`src/rtl/ssps_regs.vh`:
```
`ifndef SSPS_REGS_VH
`define SSPS_REGS_VH
// Register addresses (8-bit data-memory map)
`define SSPS_ADDR_STATUS   8'h94
`define SSPS_ADDR_CONTROL  8'h95
`define SSPS_ADDR_IRQ_STAT 8'h96
`define SSPS_ADDR_IRQ_EN   8'h97
`define SSPS_ADDR_IRQ_CLR  8'h98
// Status bit positions
`define SSPS_BIT_SMP  7
`define SSPS_BIT_CKE  6
`define SSPS_BIT_DA   5
`define SSPS_BIT_STOP 4
`define SSPS_BIT_STRT 3
`define SSPS_BIT_RW   2
`define SSPS_BIT_UA   1
`define SSPS_BIT_BF   0
// Control bit positions
`define SSPS_CTL_EN   0
`define SSPS_CTL_CKP  1
`define SSPS_CTL_I2C  2
`define SSPS_CTL_A10  3
// Interrupt event bit positions
`define SSPS_IRQ_STOP 0
`define SSPS_IRQ_STRT 1
`define SSPS_IRQ_BYTE 2
`define SSPS_IRQ_UA   3
// Reset values
`define SSPS_STATUS_RST  8'h00
`define SSPS_CONTROL_RST 8'h00
`endif

```
`src/rtl/ssps_status.v`:
```
// Operation
// Status register at 94h, bits INPUT_SAMPLE_PHASE CKE DA STOP START RW UA BF.
// I2C: data/address bit one after data byte, zero after address.
// I2C: stop flag set when last condition was stop; zero at reset.
// I2C: start flag set when last condition was start; zero at reset.
// Disable clears both flags; each condition clears the opposite flag.
// I2C: direction bit of last matching address captured in bit 2.
// Direction bit valid only from address match to next start/stop/ack.
// 10-bit I2C: update-address flag set when address must be rewritten.
// Clock-edge bit picks transmit edge; polarity one swaps the edges.
// Buffer-full: one after receive load or during transmit, else zero.
// SPI clock idles high when polarity is one, low when zero.
`timescale 1ns/1ns
`default_nettype none
`include "ssps_regs.vh"
module ssps_status
(
    // Clock and reset
    input  wire       core_clk,
    input  wire       rst,
    // Register port
    input  wire [7:0] regAddr,
    input  wire [7:0] regWrData,
    input  wire       regWr,
    input  wire       regRd,
    output reg  [7:0] regRdData,
    // Serial link pins (outside domain)
    input  wire       sclPin,
    input  wire       sdaPin,
    // Datapath events (core domain)
    input  wire       byteDone,
    input  wire       byteIsData,
    input  wire       addrMatch,
    input  wire       addrRwBit,
    input  wire       ackSeen,
    input  wire       needAddrUpdate,
    input  wire       addrUpdated,
    input  wire       rxLoaded,
    input  wire       bufferRead,
    input  wire       txActive,
    // Configuration to datapath
    output wire       input_sample_phase,
    output wire       txOnRise,
    output wire       clockIdleLevel,
    output wire       port_enable_bit,
    output wire       rwValid,
    // Interrupt
    output wire       irq
);
    reg  [1:0] sclSync;
    reg  [1:0] sdaSync;
    reg        sclPrev;
    reg        sdaPrev;
    reg        sampleSel;
    reg        edgeSel;
    reg        dataFlag;
    reg        stopFlag;
    reg        startFlag;
    reg        rwFlag;
    reg        rwOk;
    reg        address_update_flag;
    reg        rxFull;
    reg  [7:0] control;
    reg  [3:0] irqStat;
    reg  [3:0] irqEn;
    wire       enabled;
    wire       i2cMode;
    wire       startEv;
    wire       stopEv;
    wire [7:0] serial_port_status;
    wire [3:0] events;
    wire [3:0] irqClr;
    wire       wrStatus;
    wire       wrControl;
    wire       wrIrqEn;
    wire       wrIrqClr;
    reg        next_dataFlag;
    reg        next_stopFlag;
    reg        next_startFlag;
    reg        next_rwFlag;
    reg        next_rwOk;
    reg        next_address_update_flag;
    reg        next_rxFull;
    reg  [3:0] next_irqStat;
    reg  [3:0] next_irqEn;
    reg  [7:0] next_rdData;

    // Number of interrupt sources
    localparam IRQ_COUNT = 4;

    assign enabled         = control[`SSPS_CTL_EN];
    assign i2cMode         = control[`SSPS_CTL_I2C] & enabled;
    assign port_enable_bit = enabled;
    // Edge select per polarity
    assign txOnRise = edgeSel ^ control[`SSPS_CTL_CKP];
    // Idle clock level
    assign clockIdleLevel = control[`SSPS_CTL_CKP];
    assign input_sample_phase = sampleSel;
    // Direction validity window
    assign rwValid = rwOk;

    // Pin synchronisers
    always @(posedge core_clk)
    begin
        if (rst)
        begin
            sclSync <= 2'h3;
            sdaSync <= 2'h3;
            sclPrev <= 1'b1;
            sdaPrev <= 1'b1;
        end
        else
        begin
            sclSync <= {sclSync[0], sclPin};
            sdaSync <= {sdaSync[0], sdaPin};
            sclPrev <= sclSync[1];
            sdaPrev <= sdaSync[1];
        end
    end

    // Start: data falls while clock high; stop: data rises while clock high
    assign startEv = i2cMode & sclSync[1] & sclPrev & sdaPrev & ~sdaSync[1];
    assign stopEv  = i2cMode & sclSync[1] & sclPrev & ~sdaPrev & sdaSync[1];

    // Register write decode
    assign wrStatus  = regWr && (regAddr == `SSPS_ADDR_STATUS);
    assign wrControl = regWr && (regAddr == `SSPS_ADDR_CONTROL);
    assign wrIrqEn   = regWr && (regAddr == `SSPS_ADDR_IRQ_EN);
    assign wrIrqClr  = regWr && (regAddr == `SSPS_ADDR_IRQ_CLR);

    // Status layout
    assign serial_port_status = {sampleSel, edgeSel, dataFlag, stopFlag,
                                 startFlag, rwFlag, address_update_flag,
                                 rxFull | txActive};

    // Software-writable bits of the status register
    always @(posedge core_clk)
    begin
        if (rst)
        begin
            sampleSel <= 1'b0;
            edgeSel   <= 1'b0;
        end
        else if (wrStatus)
        begin
            sampleSel <= regWrData[`SSPS_BIT_SMP];
            edgeSel   <= regWrData[`SSPS_BIT_CKE];
        end
    end

    always @(posedge core_clk)
    begin
        if (rst)
            control <= `SSPS_CONTROL_RST;
        else if (wrControl)
            control <= regWrData;
    end

    // Data or address byte
    always @*
    begin
        next_dataFlag = dataFlag;
        if (i2cMode && byteDone)
            next_dataFlag = byteIsData;
    end

    always @(posedge core_clk)
    begin
        if (rst)
            dataFlag <= 1'b0;
        else
            dataFlag <= next_dataFlag;
    end

    always @*
    begin
        next_stopFlag  = stopFlag;
        next_startFlag = startFlag;
        // Disable clears start and stop
        if (!enabled)
        begin
            next_stopFlag  = 1'b0;
            next_startFlag = 1'b0;
        end
        // Stop seen last
        else if (stopEv)
        begin
            next_stopFlag  = 1'b1;
            next_startFlag = 1'b0;
        end
        // Start seen last
        else if (startEv)
        begin
            next_stopFlag  = 1'b0;
            next_startFlag = 1'b1;
        end
    end

    always @(posedge core_clk)
    begin
        if (rst)
        begin
            stopFlag  <= 1'b0;
            startFlag <= 1'b0;
        end
        else
        begin
            stopFlag  <= next_stopFlag;
            startFlag <= next_startFlag;
        end
    end

    always @*
    begin
        next_rwFlag = rwFlag;
        next_rwOk   = rwOk;
        // Capture direction on match
        if (i2cMode && addrMatch)
        begin
            next_rwFlag = addrRwBit;
            next_rwOk   = 1'b1;
        end
        // Window closes on start, stop or ack
        else if (startEv || stopEv || ackSeen || !i2cMode)
            next_rwOk = 1'b0;
    end

    always @(posedge core_clk)
    begin
        if (rst)
        begin
            rwFlag <= 1'b0;
            rwOk   <= 1'b0;
        end
        else
        begin
            rwFlag <= next_rwFlag;
            rwOk   <= next_rwOk;
        end
    end

    always @*
    begin
        next_address_update_flag = address_update_flag;
        // Address update request, set wins over clear
        if (i2cMode && control[`SSPS_CTL_A10] && needAddrUpdate)
            next_address_update_flag = 1'b1;
        else if (addrUpdated || !control[`SSPS_CTL_A10] || !i2cMode)
            next_address_update_flag = 1'b0;
    end

    always @(posedge core_clk)
    begin
        if (rst)
            address_update_flag <= 1'b0;
        else
            address_update_flag <= next_address_update_flag;
    end

    always @*
    begin
        next_rxFull = rxFull;
        // Receive buffer loaded until read
        if (rxLoaded)
            next_rxFull = 1'b1;
        else if (bufferRead)
            next_rxFull = 1'b0;
    end

    always @(posedge core_clk)
    begin
        if (rst)
            rxFull <= 1'b0;
        else
            rxFull <= next_rxFull;
    end

    // Interrupt events: stop, start, byte done, update request
    assign events = {i2cMode & control[`SSPS_CTL_A10] & needAddrUpdate,
                     byteDone, startEv, stopEv};
    assign irqClr = wrIrqClr ? regWrData[3:0] : 4'h0;
    assign irq = |(irqStat & irqEn);

    genvar i;
    generate
        for (i = 0; i < IRQ_COUNT; i = i + 1)
        begin : gIrq
            // Sticky event bit, set wins over clear
            always @*
            begin
                next_irqStat[i] = irqStat[i];
                if (events[i])
                    next_irqStat[i] = 1'b1;
                else if (irqClr[i])
                    next_irqStat[i] = 1'b0;
            end

            always @(posedge core_clk)
            begin
                if (rst)
                    irqStat[i] <= 1'b0;
                else
                    irqStat[i] <= next_irqStat[i];
            end
        end
    endgenerate

    always @*
    begin
        next_irqEn = irqEn;
        if (wrIrqEn)
            next_irqEn = regWrData[3:0];
    end

    always @(posedge core_clk)
    begin
        if (rst)
            irqEn <= 4'h0;
        else
            irqEn <= next_irqEn;
    end

    // Read data one cycle after strobe, zero otherwise
    always @*
    begin
        case (regAddr)
            `SSPS_ADDR_STATUS:   next_rdData = serial_port_status;
            `SSPS_ADDR_CONTROL:  next_rdData = control;
            `SSPS_ADDR_IRQ_STAT: next_rdData = {4'h0, irqStat};
            `SSPS_ADDR_IRQ_EN:   next_rdData = {4'h0, irqEn};
            default:             next_rdData = 8'h00;
        endcase
    end

    always @(posedge core_clk)
    begin
        if (rst || !regRd)
            regRdData <= 8'h00;
        else
            regRdData <= next_rdData;
    end
endmodule // ssps_status
`default_nettype wire

```
`config.mk`:
```
export PLATFORM = sky130hd
export DESIGN_NAME = ssps_status
export DESIGN_NICKNAME = d
export VERILOG_FILES = /design/src/rtl/ssps_status.v
export VERILOG_INCLUDE_DIRS = /design/src /design/src/rtl
export SDC_FILE = /design/constraint.sdc
export NUM_CORES = 1
export LEC_CHECK = 0
export BUFFER_PORTS_ARGS = -buffer_cell sky130_fd_sc_hd__buf_2
export CORE_ASPECT_RATIO = 0.6
export CORE_UTILIZATION = 40
export DETAILED_ROUTE_END_ITERATION = 6
export PLACE_DENSITY_LB_ADDON = 0.15
export SLEW_MARGIN = 5
export SYNTH_ARGS = -nofsm -noshare
export SYNTH_HDL_FRONTEND = slang
export SYNTH_SLANG_ARGS = --single-unit
export TNS_END_PERCENT = 30
```
`constraint.sdc`:
```
create_clock -name core_clk -period 3.86 [get_ports core_clk]
set_clock_uncertainty 0.15 [all_clocks]
set_input_delay 0.386 -clock core_clk [delete_from_list [all_inputs] [get_ports core_clk]]
set_output_delay 0.386 -clock core_clk [all_outputs]
set_load 0.02 [all_outputs]
```
### After elaboration in Yosys (flattened, before gate mapping)

Index checks and enable logic that the tools add are counted.

| operators by class | value |
|---|---|
| equal/unequal tests | 5 |
| reduce and logical (&&, ||, !) cells | 28 |
| mux-type cells | 18 |
| bitwise operators | 15 |

Operators with widths:

| operator | number |
|---|---|
| $eq A8 B8 Y1 const B | 5 |
| $pmux W8 S4 | 1 |
| $mux W1 | 16 |
| $reduce_bool A2 Y1 | 8 |
| $and A1 B1 Y1 | 9 |
| $logic_and A1 B1 Y1 | 8 |
| $logic_or A1 B1 Y1 | 6 |
| $and A4 B4 Y4 | 1 |
| $mux W4 | 1 |
| $reduce_or A4 Y1 | 1 |
| $logic_not A1 Y1 | 3 |
| $not A1 Y1 | 3 |
| $reduce_or A3 Y1 | 1 |
| $reduce_or A2 Y1 | 1 |
| $or A1 B1 Y1 | 1 |
| $xor A1 B1 Y1 | 1 |

| word-level totals | value |
|---|---|
| word-level logic and storage cells | 86 |
| output and inout port bits | 14 |
| flip-flop bits (word level) | 39 |
| input port bits | 32 |

### Logic depth before layout (Yosys ltp)

Gate-level depths: netlist of run 1.

| depth | value |
|---|---|
| depth in word-level cells | 10 |
| gate-level depth with buffers | 5 |
| depth with buffers taken out | 3 |

### Worst setup path after synthesis of run 1

Ideal clock, no wire load.

| timing | value |
|---|---|
| path type | input to register |
| start | in regAddr[0] |
| end | reg regRdData[2] |
| data required time | 3.592 ns |
| setup time | 0.118 ns |
| setup slack | 2.411 ns |
| buffers on the path | 1 |
| stages on the path | 3 |
| arrival time | 1.181 ns |
| path through | buf_6 -> mux4_1 -> nor2b_1 |

| on the way | value |
|---|---|
| cells in the longest elaborated chain, start to end | 2 |
| elaborated cells on any way between the ends | 5 |
| classes of those cells | 4 x eq/ne; 1 x mux |

RTL lines:

| element | RTL line | source |
|---|---|---|
| from (decl) | ssps_status.v:22 | `input wire [7:0] regAddr,` |
| $eq A8 B8 Y1 | ssps_status.v:326 | `case (regAddr)` |
| $pmux W8 S4 (*) | ssps_status.v:326 |  |
| to (signal assigned) | ssps_status.v:340 | `regRdData <= next_rdData;` |
| to (decl) | ssps_status.v:26 | `output reg [7:0] regRdData,` |

Every way passes the cells marked *; elsewhere a longest branch is shown, timed or not.
A chain may end at the register's enable or synchronous reset.

### Final worst setup path of run 1

| timing | value |
|---|---|
| start | reg irqStat[2] |
| end | out irq |

| on the way | value |
|---|---|
| cells in the longest elaborated chain, start to end | 2 |

RTL lines:

| element | RTL line | source |
|---|---|---|
| from (decl) | ssps_status.v:64 | `reg [3:0] irqStat;` |
| from (signal, indexed assignment) | ssps_status.v:303 | `irqStat[i] <= next_irqStat[i];` |
| $and A4 B4 Y4 | ssps_status.v:282 | `assign irq = \|(irqStat & irqEn);` |
| $reduce_or A4 Y1 | ssps_status.v:282 |  |
| to (decl) | ssps_status.v:48 | `output wire irq` |

No other way between the ends.

==> qor.txt, run 1 <==
Worst path cell trace - a22oi_1 -> nand2_1 -> buf_2
Buffer count from post-CTS setup fixing - 0
Vias in the first global route - 1221
Crit Path Class - reg2out
Clock power frac - 37.0%
TritonCTS buffer count - 5
Synth area leaders - dfxtp_1 45%, mux2i_1 12%, nand2b_1 7.6%
Non-filler instance count after layout - 270
Register area share after synthesis - 45.32%
Post-synth cell types - 39
Port-buffer cells - 45
Async set-reset flop share out of synthesis - 0%
Largest area contributor in the netlist - dfxtp_1
Number of I/O pins - 46
Initial antenna violation count - 0
Full die area - 4582 µm²
Seq pwr share - 56.1%
CTS H-tree depth - 2
Top cell type's share of synthesized area - 45.32%
Setup violators final - 0
Detail Placement HPWL - 2.800 mm
Diode count - 0
Remaining routing DRC violations - 0
Status - finished, final reports clean
Slowest cell delay on critical path - 350 ps
Worst min-delay path category - in2reg
Setup crit start kind - register
Vias per inst - 4.911
Pwr Density - 355.1 nW/µm²
1st-pass router iterations - 4
WP data required - 3320 ps
Pin count of the biggest net entering global routing - 38
Tcrit/Tclk final - 42.03%
#FFs+latches synth - 39
Hold Buf Count CTS - 0
Final ANT Viol Nets - 0
Clock-pin slew of the registers on the worst-case setup and hold paths - 70 ps
Max-cap violations - 0
Post-CTS Resized - 0
Worst slew margin - 64.57%
Final wirelength - 3.719 mm
Net Sw Frac - 23.69%
Max frequency - 0.6164 GHz
Clock root cell - clkbuf_8
CTS tree - done
Arrival time worst endpoint - 1090 ps
Top delay family on crit path - flip-flops
Initial Util - 41.80%
Hold WS - 124.1 ps
Clk sink count - 39
Net Switching - 172.5 µW
Maximum vdd drop - 162.6 µV
Internal - 555.6 µW
GRT Total Usage - 17.81%
Setup_tns - 0 ps
Number of enable flip-flop cells after synthesis - 0
Nets - 241
Die width - 86.73 µm
Worst-margin pin slew - 531.5 ps
Vias - 1326
Combinational fraction of design power - 6.9%
Layout cell share with drive strength beyond 1 - 31.90%
Critical path endpoint category - output pin
Final Max Slew Viols - 0
Die height - 52.84 µm
Fillers - 396
CP max stage cell - dfxtp_1
Post-synthesis cell area - 1723 µm²
Crit path buf inv count - 1
Minimum clock period after layout - 1622 ps
Mapped Nets - 197
Synth-to-layout area growth - 19.03%
Inst Count DP - 262
P_leak - 0.8924 nW
Ys flop type - dfxtp_1
Iter 0 DRT Violations - 59
# rows - 18
Clk buf depth - 2
Final hold violations - 0
Clk_lat worst skew - 290 ps
GRT Residual Overflow - 0
RSZ-0062 raised after global routing - no
GP Congestion - 0.7874
Avg Cell Area, Syn - 10.44 µm²
Worst-path fanout max - 3
YS warnings - 0
First-pass GRT wire length - 5.892 mm
Core box area - 4121 µm²
WL per Instance - 13.77 µm
Syn Inst Count - 165
## kinds of logic (layout without fill, tap and decap cells)
kind of cell           after synthesis  after routing  share of synthesized area, %
AND/OR/NAND/NOR                     72             72                         26.87
XOR/XNOR                             1              1                        0.5084
flip-flops                          39             39                         45.32
buffers and inverters               13             58                         4.357
multiplexers                        24             24                         16.41
AO/OA/AOI/OAI                       16             16                         6.536
## registers in the layout, summed over array words and instances, names as in the netlist, 2 cells and up
| name | count |
|---|---|
| regRdData | 8 |
| irqEn | 4 |
| sclSync | 2 |
| sdaSync | 2 |
| irqStat | 4 |
| control | 8 |
## synth_stat cells, drive strengths merged, types with 2 or more instances
cell,count
mux4,3
or2,7
or2b,2
dfxtp,39
buf,4
a22oi,2
clkbuf,4
mux2i,20
inv,5
nand3,5
nand2b,21
and3b,3
nor2,10
nand4,3
nor2b,6
a41o,2
and3,2
nor3b,5
nand2,4
a21oi,6
## cell type report
type	count	area, µm²	area share [%]
Timing Repair Buffer	45	225.2	10.98
Sequential cell	39	780.7	38.07
Inverter	5	18.77	0.9152
Clock buffer	5	68.82	3.356
Multi-Input combinational cell	113	867.1	42.28
Tap cell	60	75.07	3.661
Clock inverter	3	15.01	0.7322
## final timing paths
| path | cells after the start | end | startpoint | slack (ps) |
|---|---|---|---|---|
| worst min-delay path | 2 | sdaSync[0]$_SDFF_PP1_ | sdaPin | 120 |
| worst min register to register | 1 | sdaSync[1]$_SDFF_PP1_ | sdaSync[0]$_SDFF_PP1_ | 260 |
| worst max register to register | 3 | stopFlag$_SDFFE_PP0P_ | control[0]$_SDFFE_PP0P_ | 2400 |
| worst max-delay path | 3 | irq | irqStat[2]$_SDFFE_PP0P_ | 2240 |
## per-stage QoR
step           setup WS [ps]  utilization [%]  power [mW]  cell area [µm²]
2_1_floorplan           2411                -      0.4473             1723
3_3_place_gp            2114            47.72      0.4671             1967
3_5_place_dp            2026            47.72      0.4685             1967
4_1_cts                 2223            49.76      0.7353             2051
5_1_grt                 2168            49.76      0.7601             2051
6_report                2238            49.76      0.7281             2051
## placed cells by master, fill, tap and decap left out, drive strengths merged
master,instances
a41o,2
nand2,4
or2,7
or2b,2
nand3b,1
nand4,3
and3b,3
a22oi,2
nor3b,5
and2,1
clkinv,3
nor2b,6
buf,45
a311oi,1
nand2b,21
nand3,5
o21ai,1
mux2,1
clkbuf,5
a32o,1
a211o,1
mux4,3
and3,2
mux2i,20
dfxtp,39
or3b,1
nor3,1
inv,5
xor2,1
o31ai,1
a211oi,1
nor2,10
a21oi,6
## power by group through the flow
stage	Combinational, mW	Sequential, mW	Clock [mW]
after floorplan	0.0302	0.417	0
after global placement	0.0493	0.418	0
after detailed placement	0.0506	0.418	0
after CTS	0.0508	0.408	0.276
after global routing	0.0552	0.409	0.296
final	0.0503	0.408	0.269
## layer usage
metal	global-route usage [%]	vias up	share of wire, %
li1	-	662	-
met1	24.30	630	53
met2	26.46	31	42
met3	5.669	3	4.9
met4	6.111	0	0.65
met5	0	-	0
Note: power is estimated with default switching activity, not from simulation.
==> run 2: changes to the inputs <==
- clock period: 3.86 -> 1.5 ns (I/O delays scaled with it)
==> qor.txt, run 2 (synthesis results as in run 1) <==
R2r setup slk - 170 ps
Setup crit start kind - primary input
Setup_tns - 0 ps
Design area - 2306 µm²
TritonCTS buffer count - 5
Crit Path Class - in2reg
Crit path buf inv count - 3
Reg2Reg Launch Point - control[2]$_SDFFE_PP0P_
Post-place setup slack - 88.63 ps
Final hold violations - 0
Setup violators final - 0
Synth-to-layout area growth - 33.84%
Most common cell after layout, fill and taps aside - buf_2
Core box area - 4121 µm²
1st-pass router iterations - 4
Clock-pin slew of the registers on the worst-case setup and hold paths - 80 ps
RSZ-0062 raised after global routing - no
Max frequency - 0.6873 GHz
Min-delay src - byteDone
GRT Residual Overflow - 0
Remaining routing DRC violations - 0
CTS tree - done
Worst path cell trace - dlygate4sd3_1 -> buf_2 -> a21oi_1 -> dlygate4sd3_1 -> nor2_1
Non-filler instance count after layout - 293
WP data required - 1540 ps
Fillers - 373
Minimum clock period after layout - 1455 ps
Vias in the first global route - 1361
Layout cell share with drive strength beyond 1 - 33.91%
Top delay family on crit path - buffers and inverters
Seq pwr share - 49.8%
GRT Total Usage - 19.29%
Vias - 1436
Die width - 86.73 µm
Final ANT Viol Nets - 0
Detail Placement HPWL - 3.042 mm
Inst Count DP - 272
Multi-input logic area - 872.1 µm²
Status - finished, final reports clean
Combinational fraction of design power - 8.2%
Clock root cell - clkbuf_8
Initial Util - 41.80%
CTS H-tree depth - 2
GP Congestion - 0.8080
Max-cap violations - 0
Worst-margin pin slew - 326.2 ps
Hold depth - 3
Internal - 1.640 mW
Final Max Slew Viols - 0
Worst min-delay path category - in2reg
Pin count of the biggest net entering global routing - 15
Port-buffer cells - 45
First-pass GRT wire length - 6.520 mm
Reg-to-reg endpoint - stopFlag$_SDFFE_PP0P_
Hold Path End - irqStat[2]$_SDFFE_PP0P_
Total power - 2.110 mW
Net Switching - 469.6 µW
WL per Instance - 13.89 µm
Regs by FF count - control: 8 flops, regRdData: 8 flops
Critical path endpoint category - register
Nets - 264
Arrival time worst endpoint - 1500 ps
Initial antenna violation count - 0
Iter 0 DRT Violations - 40
Worst-path fanout max - 2
Net Sw Frac - 22.26%
Worst slew margin - 78.20%
Full die area - 4582 µm²
Hold WS - 6.926 ps
Reg area - 782.0 µm²
Vias per inst - 4.901
Final wirelength - 4.070 mm
Tcrit/Tclk final - 97.00%
Slowest cell delay on critical path - 560 ps
Worst reg-to-reg path cell count - 3
Clk buf depth - 2
Pwr Density - 915.0 nW/µm²
Clk sink count - 39
Most frequent cells in the layout - 45 x buf_2, 38 x dfxtp_1, 21 x nand2b_1
Diode count - 0
Placed cell areas - 2054 µm²
Final WS setup - 44.96 ps
Maximum vdd drop - 414.2 µV
Clk_lat worst skew - 290 ps
# rows - 18
Clock power frac - 42.0%
Die height - 52.84 µm
Number of I/O pins - 46
CP max stage cell - dlygate4sd3_1
P_leak - 1.022 nW
End-of-flow core utilization - 55.95%
Most numerous cell on the critical path - dlygate4sd3_1
run 2: timing repair:
item,CTS,global route
hold endpoints to repair,11,0
setup buffers,0,0
resized for setup,0,3
hold buffers,13,0
setup endpoints to repair,0,3
run 2: power groups by stage:
| stage | clock network, mW | registers, mW | logic (mW) |
|---|---|---|---|
| CTS | 0.902 | 1.05 | 0.172 |
| floorplan | 0 | 1.07 | 0.0778 |
| global placement | 0 | 1.08 | 0.142 |
| global route | 0.951 | 1.05 | 0.186 |
| detailed placement | 0 | 1.08 | 0.144 |
| finish | 0.886 | 1.05 | 0.173 |
run 2: worst reg2reg max path: stages, from the launching register on:
cell,delay [ps]
dfxtp_2,380
nand4_2,150
or3b_1,430
a21oi_1,150
run 2: routing by layer:
metal,up-vias,global-route usage [%],part of all wire [%],wire (µm)
met3,2,5.827,6.6,270
met5,-,0,0,0
met1,676,25.96,51,2062
met2,49,30.69,42,1721
met4,0,3.889,0.39,16
li1,709,-,-,-
run 2: area by class of cell:
cell class / count / area share (%)
inverter: 5 / 0.8139
sequential: 39 / 33.91
clock buffer: 5 / 2.984
tap: 60 / 3.256
clock inverter: 3 / 1.899
timing repair buffer: 68 / 19.32
multi-input combinational: 113 / 37.82
run 2: worst max-delay path by stage:
stage	slack, ps	from	endpoint	cells past startpoint
6_report	40	needAddrUpdate	address_update_flag$_SDFFE_PP0P_	5
4_1_cts	50	needAddrUpdate	address_update_flag$_SDFFE_PP0P_	5
5_1_grt	20	irqStat[2]$_SDFFE_PP0P_	irq	3
3_5_place_dp	90	regAddr[6]	control[6]$_SDFFE_PP0P_	5
3_3_place_gp	120	regAddr[0]	regRdData[2]$_SDFF_PP0_	3
2_1_floorplan	110	control[0]$_SDFFE_PP0P_	irqStat[0]$_SDFFE_PP0P_	3
